===== src/cpuil_pkg.sv =====
// Shared constants and types for the instruction length and timing decoder.
// Assumes a single processor clock; one execution cycle equals one clock period.

package cpuil_pkg;

   // ---------------------------------------------------------------
   // Widths
   // ---------------------------------------------------------------
   localparam int OP_W = 8;
   localparam int LEN_W = 2;
   localparam int CYC_W = 3;

   // ---------------------------------------------------------------
   // Instruction lengths in bytes
   // ---------------------------------------------------------------
   localparam logic [LEN_W-1:0] LEN_ONE = 2'h1;
   localparam logic [LEN_W-1:0] LEN_TWO = 2'h2;
   localparam logic [LEN_W-1:0] LEN_THREE = 2'h3;

   // ---------------------------------------------------------------
   // Execution cycles, one clock period each
   // ---------------------------------------------------------------
   localparam logic [CYC_W-1:0] CYC_ONE = 3'h1;
   localparam logic [CYC_W-1:0] CYC_TWO = 3'h2;
   localparam logic [CYC_W-1:0] CYC_THREE = 3'h3;
   localparam logic [CYC_W-1:0] CYC_FOUR = 3'h4;

   // ---------------------------------------------------------------
   // Decode result
   // ---------------------------------------------------------------
   typedef struct packed {
      logic known;
      logic aux;
      logic [LEN_W-1:0] len;
      logic [CYC_W-1:0] cyc;
   } cpuil_dec_s;

   // Opcodes outside the covered groups pass as one byte, one cycle
   localparam cpuil_dec_s DEC_NONE = '{known: 1'b0, aux: 1'b0, len: LEN_ONE, cyc: CYC_ONE};

   function automatic cpuil_dec_s cpuil_mk(input logic [LEN_W-1:0] len,
                                           input logic [CYC_W-1:0] cyc);
      cpuil_dec_s r;
      r.known = 1'b1;
      r.aux = 1'b0;
      r.len = len;
      r.cyc = cyc;
      return r;
   endfunction

endpackage


===== src/cpuil_timing.sv =====
// Opcode decoder giving byte length and execution-cycle count, plus a
// cycle sequencer that holds the core busy for exactly that many clocks.
// Assumes opcodes arrive from logic on the same clock with a valid strobe.
//
// Function
// - Register to accumulator move: one byte, one cycle.
// - Direct byte to accumulator: two bytes, two cycles.
// - Indirect RAM to accumulator: one byte, two cycles.
// - Immediate to accumulator: two bytes, two cycles.
// - Accumulator to register: one byte, two cycles.
// - Direct byte to register: two bytes, four cycles.
// - Immediate to register: two bytes, two cycles.
// - Accumulator or register to direct byte: two bytes, three cycles.
// - Direct to direct move: three bytes, four cycles.
// - Indirect RAM to direct byte: two bytes, four cycles.
// - Immediate to direct byte: three bytes, three cycles.
// - Stores to indirect RAM: three cycles; accumulator one byte, others two.
// - Data pointer constant load: three bytes, three cycles.
// - Code byte reads via data pointer or program counter: one byte, four cycles.
// - Auxiliary RAM moves, either width or direction: one byte, three cycles.
// - Auxiliary moves never reach external RAM.
// - Push: two bytes, four cycles; pop: two bytes, three cycles.
// - Exchanges: register 3/1, direct 4/2, indirect and low digit 4/1.
// - Add: register and immediate two cycles, direct and indirect three.
// - Add with carry matches plain add in size and timing.

`timescale 1ns/10ps

module cpuil_timing (
   input wire logic CLK_I,
   input wire logic RST_I,
   input wire logic OP_VALID_I,
   input wire logic [cpuil_pkg::OP_W-1:0] OP_I,
   output logic READY_O,
   output logic BUSY_O,
   output logic FETCH_O,
   output logic KNOWN_O,
   output logic AUX_O,
   output logic [cpuil_pkg::LEN_W-1:0] LEN_O,
   output logic [cpuil_pkg::CYC_W-1:0] CYC_O
);
   import cpuil_pkg::*;

   // ---------------------------------------------------------------
   // Decoder
   // ---------------------------------------------------------------
   function automatic cpuil_dec_s decode(input logic [OP_W-1:0] op);
      cpuil_dec_s r;
      r = DEC_NONE;
      casez (op)
         8'b1110_1???: r = cpuil_mk(LEN_ONE, CYC_ONE);
         8'hE5: r = cpuil_mk(LEN_TWO, CYC_TWO);
         8'b1110_011?: r = cpuil_mk(LEN_ONE, CYC_TWO);
         8'h74: r = cpuil_mk(LEN_TWO, CYC_TWO);
         8'b1111_1???: r = cpuil_mk(LEN_ONE, CYC_TWO);
         8'b1010_1???: r = cpuil_mk(LEN_TWO, CYC_FOUR);
         8'b0111_1???: r = cpuil_mk(LEN_TWO, CYC_TWO);
         8'hF5, 8'b1000_1???: r = cpuil_mk(LEN_TWO, CYC_THREE);
         8'h85: r = cpuil_mk(LEN_THREE, CYC_FOUR);
         8'b1000_011?: r = cpuil_mk(LEN_TWO, CYC_FOUR);
         8'h75: r = cpuil_mk(LEN_THREE, CYC_THREE);
         8'b1111_011?: r = cpuil_mk(LEN_ONE, CYC_THREE);
         8'b1010_011?, 8'b0111_011?: r = cpuil_mk(LEN_TWO, CYC_THREE);
         8'h90: r = cpuil_mk(LEN_THREE, CYC_THREE);
         8'h93, 8'h83: r = cpuil_mk(LEN_ONE, CYC_FOUR);
         8'b1110_001?, 8'hE0, 8'b1111_001?, 8'hF0: begin
            r = cpuil_mk(LEN_ONE, CYC_THREE);
            r.aux = 1'b1;
         end
         8'hC0: r = cpuil_mk(LEN_TWO, CYC_FOUR);
         8'hD0: r = cpuil_mk(LEN_TWO, CYC_THREE);
         8'b1100_1???: r = cpuil_mk(LEN_ONE, CYC_THREE);
         8'hC5: r = cpuil_mk(LEN_TWO, CYC_FOUR);
         8'b1100_011?, 8'b1101_011?: r = cpuil_mk(LEN_ONE, CYC_FOUR);
         8'b0010_1???, 8'b0011_1???: r = cpuil_mk(LEN_ONE, CYC_TWO);
         8'h25, 8'h35: r = cpuil_mk(LEN_TWO, CYC_THREE);
         8'b0010_011?, 8'b0011_011?: r = cpuil_mk(LEN_ONE, CYC_THREE);
         8'h24, 8'h34: r = cpuil_mk(LEN_TWO, CYC_TWO);
         default: r = DEC_NONE;
      endcase
      return r;
   endfunction

   // ---------------------------------------------------------------
   // Sequencer
   // ---------------------------------------------------------------
   typedef enum logic {ST_IDLE, ST_EXEC} cpuil_state_e;

   cpuil_state_e state_q, state_d;
   cpuil_dec_s dec_q, dec_d;
   logic [CYC_W-1:0] cnt_q, cnt_d;
   logic ready_q, ready_d;
   logic busy_q, busy_d;
   logic fetch_q, fetch_d;

   wire accept = OP_VALID_I && ready_q;
   wire cpuil_dec_s dec_now = decode(OP_I);
   wire last_cycle = (state_q == ST_EXEC) && (cnt_q == CYC_ONE);

   always_comb begin
      state_d = state_q;
      dec_d = dec_q;
      cnt_d = cnt_q;
      ready_d = ready_q;
      busy_d = busy_q;
      fetch_d = 1'b0;
      unique case (state_q)
         ST_IDLE: begin
            if (accept) begin
               state_d = ST_EXEC;
               dec_d = dec_now;
               cnt_d = dec_now.cyc;
               ready_d = 1'b0;
               busy_d = 1'b1;
            end
         end
         ST_EXEC: begin
            cnt_d = cnt_q - CYC_ONE;
            if (last_cycle) begin
               state_d = ST_IDLE;
               ready_d = 1'b1;
               busy_d = 1'b0;
               fetch_d = 1'b1;
            end
         end
      endcase
   end

   // Results stand until the next accepted opcode
   always_ff @(posedge CLK_I) begin
      if (RST_I) begin
         state_q <= ST_IDLE;
         dec_q <= DEC_NONE;
         cnt_q <= '0;
         ready_q <= 1'b1;
         busy_q <= 1'b0;
         fetch_q <= 1'b0;
      end else begin
         state_q <= state_d;
         dec_q <= dec_d;
         cnt_q <= cnt_d;
         ready_q <= ready_d;
         busy_q <= busy_d;
         fetch_q <= fetch_d;
      end
   end

   assign READY_O = ready_q;
   assign BUSY_O = busy_q;
   assign FETCH_O = fetch_q;
   assign KNOWN_O = dec_q.known;
   assign AUX_O = dec_q.aux;
   assign LEN_O = dec_q.len;
   assign CYC_O = dec_q.cyc;

   // Counts the busy clocks of the current instruction
   logic [CYC_W-1:0] run_q;
   always_ff @(posedge CLK_I) begin
      if (RST_I) begin
         run_q <= '0;
      end else if (accept) begin
         run_q <= '0;
      end else if (busy_q) begin
         run_q <= run_q + CYC_ONE;
      end
   end
endmodule


===== config.mk =====
export PLATFORM = sky130hd
export DESIGN_NAME = cpuil_timing
export DESIGN_NICKNAME = d
export VERILOG_FILES = /design/src/cpuil_pkg.sv /design/src/cpuil_timing.sv
export SDC_FILE = /design/constraint.sdc
export NUM_CORES = 1
export LEC_CHECK = 0
export BUFFER_PORTS_ARGS = -buffer_cell sky130_fd_sc_hd__buf_2
export CAP_MARGIN = 25
export CORE_MARGIN = 4
export CORE_UTILIZATION = 41
export CTS_CLUSTER_SIZE = 30
export DETAILED_ROUTE_END_ITERATION = 12
export GPL_ROUTABILITY_DRIVEN = 0
export GPL_TIMING_DRIVEN = 0
export HOLD_SLACK_MARGIN = 0.02
export SLEW_MARGIN = 5
export SYNTH_ARGS = -nofsm -noshare
export SYNTH_HDL_FRONTEND = slang
export SYNTH_SLANG_ARGS = --single-unit
export TNS_END_PERCENT = 1

===== constraint.sdc =====
create_clock -name CLK_I -period 4.8 [get_ports CLK_I]
set_input_delay 0.96 -clock CLK_I [delete_from_list [all_inputs] [get_ports CLK_I]]
set_output_delay 0.96 -clock CLK_I [all_outputs]
set_load 0.05 [all_outputs]

# --- Yosys cells after proc, flatten, opt, wreduce, memory -nomap -nowiden ---
# Cells that the tools add are included.
classes:
  n_addsub: 1
  eq_ne: 39
  muxes: 13
  bitwise: 1
  reduce_logical: 13
op_table:
  columns: ["operator", "count"]
  rows:
  - ["8-bit equality test, second input constant", 11]
  - ["7-bit one-hot mux with 10 select lines", 1]
  - ["7-bit equality test, second input constant", 8]
  - ["8-bit by 6-bit equality test with 1-bit output, second input constant", 4]
  - ["5-bit equality test, second input constant", 5]
  - ["4-bit OR reduction", 5]
  - ["8-bit by 7-bit equality test with 1-bit output, second input constant", 2]
  - ["7-bit by 5-bit equality test with 1-bit output, second input constant", 2]
  - ["5-bit by 3-bit equality test with 1-bit output, second input constant", 2]
  - ["7-bit by 6-bit equality test with 1-bit output, second input constant", 1]
  - ["1-bit 2-to-1 mux", 7]
  - ["7-bit OR reduction", 1]
  - ["1-bit one-hot mux with 2 select lines", 3]
  - ["3-bit one-hot mux with 2 select lines", 1]
  - ["5-bit by 4-bit equality test with 1-bit output, second input constant", 1]
  - ["5-bit OR reduction", 1]
  - ["2-bit AND reduction", 2]
  - ["2-bit OR reduction", 2]
  - ["3-bit by 1-bit equality test with 1-bit output, second input constant", 1]
  - ["3-bit 2-to-1 mux", 1]
  - ["3-bit by 1-bit subtractor with 3-bit output, second input constant", 1]
  - ["1-bit logical AND", 2]
  - ["2-bit by 1-bit != test with 1-bit output, second input constant", 1]
  - ["2-bit != test, second input constant", 1]
  - ["1-bit inverter", 1]
totals:
  ff_bits: 14
  output_inout_bits: 10

# --- Longest topological paths before layout ---
depth:
  ltp_word: 5
  mapped_depth: 6
  ltp_nobuf: 5

# --- Worst setup path after synthesis ---
# Ideal clock, no wire load.
synth_path:
  path_type: "in2reg"
  start: "input OP_I[5] in the netlist's numbering"
  end: "register cnt_q[0]"
  setup_ps: 142
  t_arrival_ps: 2119
  path_slack_ps: 2539
  path_stages: 6
  path_buffers: 1
  path_cell_list: "buf_6 or2_4 or3_1 o22ai_2 or3_1 a41oi_1"
synth_via:
  elab_chain_len: 5
synth_lines:
  columns: ["item", "line_no", "rtl"]
  rows:
  - ["start, declared", "cpuil_timing.sv:33", "input wire logic [cpuil_pkg::OP_W-1:0] OP_I,"]
  - ["8-bit by 6-bit equality test with 1-bit output (tied with other cells)", "cpuil_timing.sv:50", "casez (op)"]
  - ["7-bit OR reduction (no line) (tied with other cells)", null, null]
  - ["7-bit one-hot mux with 10 select lines *", "cpuil_timing.sv:50", null]
  - ["3-bit 2-to-1 mux *", "cpuil_timing.sv:109", "if (accept) begin"]
  - ["3-bit one-hot mux with 2 select lines *", "cpuil_timing.sv:107", "unique case (state_q)"]
  - ["end signal, assigned", "cpuil_timing.sv:141", "cnt_q <= cnt_d;"]
  - ["end, declared", "cpuil_timing.sv:91", "logic [CYC_W-1:0] cnt_q, cnt_d;"]
# Every way passes the cells marked *; elsewhere a longest branch is shown, timed or not. The select of a mux whose other input is x is not followed.
# A chain may end at the register's enable or synchronous reset.

# --- Worst setup path after layout ---
layout_path:
  start: "input OP_I[7] in the netlist's numbering"
  end: "register dec_q (netlist bit CYC_O[1])"
layout_via:
  elab_chain_len: 3
layout_lines:
  columns: ["item", "line_no", "rtl"]
  rows:
  - ["8-bit by 6-bit equality test with 1-bit output (tied with other cells)", "cpuil_timing.sv:50", null]
  - ["7-bit OR reduction (no line) (tied with other cells)", null, null]
  - ["7-bit one-hot mux with 10 select lines *", "cpuil_timing.sv:50", null]
  - ["end signal, assigned", "cpuil_timing.sv:133", "dec_q <= DEC_NONE;"]
  - ["end signal, assigned", "cpuil_timing.sv:140", "dec_q <= dec_d;"]
  - ["end, declared", "cpuil_timing.sv:90", "cpuil_dec_s dec_q, dec_d;"]
# Every way passes the cells marked *; elsewhere a longest branch is shown, timed or not.

==> run metrics <==
WP data required 4950 ps; dpl hpwl around 2.1 mm; worst-margin pin slew a little over 500 ps; Worst slew margin around 66%; Worst Clk Skew 2.51 ps; yosys warns 0; top_reg_cell synth dfxtp_1; #FFs+latches synth 14; startpoint types primary input; Starting Density 43.3%; Antenna diodes 0; CTS tree built; Via-to-Cell Ratio between 5 and 6; I/O Buffers 18; pin count of the biggest net entering global routing 11; Leakage Power around 0.50 nW; final hold slack 466 ps; WL final 2.62 mm; Core ar. 2500 µm²; Unique masters post-synth 55; CP Max Fanout 10; cell taking the most area after synthesis dfxtp_1; PwrDens 264 nW/µm²; Hold Crit Class flop to flop; status completed; Clock Sink Count 14; wl on met1 around 1.2 mm; top sig layer met4; DRC errors left 0; asr flop ratio synth 0%; synth top area cells dfxtp_1 (26%), nor2_1 (4.9%), a21oi_1 (4.2%); share of cells above drive strength 1 between 20% and 30%; fmax ~440 MHz; Post-synth EDFFs 0; WHS Path Cells 2; antenna violations before repair 0; most frequent cells after synthesis dfxtp_1 (14), nor2_1 (14), a21oi_1 (9); cell mode on critical path buf_2; DRT Pass-1 Iters 4; min-delay src BUSY_O; max-slew violations 0; synthesized area per cell 8.14 µm²; first-pass GRT wire length 4.51 mm; clk_lat worst skew 280 ps; Area growth, synth to finish 15.1%; cts bufs inserted 3; Rows 18; root buf cell clkbuf_4; RR Endpoint KNOWN_O; Setup Fix Bufs, Post-CTS 0; Reg-to-Reg Start READY_O; worst path cell trace buf_2 -> buf_2 -> and2_1 -> o221ai_2 -> o211ai_1 -> nor4_1 -> a211oi_1; Critical Path AT 2430 ps; R2R setup slack roughly 3300 ps; critical path type primary input to flop; sequential fraction of the synthesis area roughly a quarter; metal3 WL between 100 and 150 µm; H-tree depth 1; Post-CTS Hold Buffers 0; clock tree buffer depth 2; Post-Syn Instances about 130; slowest stage delay, CP 510 ps; syn_nets 146; CP Capture Type flop; DIE HEIGHT 59.4 µm; via count 1052; Worst VDD drop 176 µV; Setup TNS Final 0 ps; drt wl/cell 14.2 µm; RSZ-0062 raised after global routing no; Reg clk slew, reported paths 90 ps; endpoints failing hold 0; post_cts resized 0; total grt overflow 0; vias in the first global route between 900 and 1000; end of the worst hold path BUSY_O; max cap viols 0; Die X a little under 60 µm; Worst Reg2Reg Path Length in Cells 5; final setup violation count 0; Cell Area, Synth 1080 µm²; slowest CP cell nor4_1; final net count about 170; DRT antenna net count 0; met2 WL post-DR 1.23 mm; DRT iter0 DRCs 37; Global Route Usage Sum 16.2%; # IOs 21; period utilization 47.5%; die area 3530 µm²; Final Critical Period 2280 ps; Synth top area share 25.9%
==> registers in the layout, summed over array words and instances (netlist names) <==
register / cells
READY_O: 1
KNOWN_O: 1
AUX_O: 1
BUSY_O: 1
CYC_O: 3
state_q: 1
FETCH_O: 1
cnt_q: 3
LEN_O: 2
==> layout by cell type, fill, tap and decap left out, types with 3 or more instances in the layout <==
cell type / n
clkbuf_4: 3
nand3_1: 3
nor2b_1: 5
nor2_1: 14
nand2b_1: 4
inv_1: 5
nand2_1: 6
a21oi_1: 9
buf_2: 21
dfxtp_1: 14
o31ai_1: 3
o21ai_1: 3
nor3_1: 3
nand3b_1: 6
==> layout make-up <==
| class | count | area (µm²) |
|---|---|---|
| clock buffer | 4 | 36.3 |
| sequential | 14 | 280 |
| multi-input combinational | 104 | 719 |
| inverter | 5 | 18.8 |
| timing repair buffer | 18 | 90.1 |
| tap | 30 | 37.5 |
| fill | 255 | 1250 |
| buffer | 10 | 63.8 |
==> how the worst max path moves through the flow <==
stage / start / endpoint / slack (ps) / cells past startpoint
after floorplan: OP_I[5] / cnt_q[0] / 2540 / 6
after global placement: OP_I[7] / CYC_O[1] / 2260 / 7
after detailed placement: OP_I[7] / CYC_O[1] / 2260 / 7
after CTS: OP_I[7] / CYC_O[1] / 2560 / 7
after global routing: OP_I[7] / CYC_O[1] / 2500 / 7
final: OP_I[7] / CYC_O[1] / 2520 / 7
==> logic make-up (layout without fill, tap and decap cells) <==
kind of cell	Yosys count	count (layout)	share of synthesized area, %
AOI/OAI and AO/OA	36	36	25.8
xor gates and xnor gates	1	1	0.809
adders and majority gates	2	2	2.31
buffers and inverters	15	37	7.63
DFF	14	14	25.9
muxes	1	1	1.04
and+or+nand+nor	64	64	36.5
==> power breakdown <==
group,switching [mW],internal [mW]
Sequential,0.00627,0.127
Combinational,0.0719,0.0386
Clock,0.0391,0.0461
==> worst max-delay path, delay by kind of cell <==
family | cells | cell delay, ps
AO/OA/AOI/OAI | 3 | 460
buffers and inverters | 2 | 280
AND/OR/NAND/NOR | 2 | 740
==> per-stage QoR <==
step	std cells	util (%)	worst slack, ps	cell area [µm²]	power [mW]
finish	185	49.8	2520	1250	0.329
global route	185	49.8	2500	1250	0.349
CTS	185	49.8	2560	1250	0.332
detailed placement	181	48.4	2260	1210	0.247
global placement	181	48.4	2260	1210	0.245
floorplan	133	-	2540	1080	0.220
==> routing by layer <==
metal	vias up	track usage (%)
met4	0	5.83
met5	-	0
met2	28	29.0
li1	532	-
met3	4	0.871
met1	488	20.3
No activity file was read; power rests on OpenSTA's default activity.
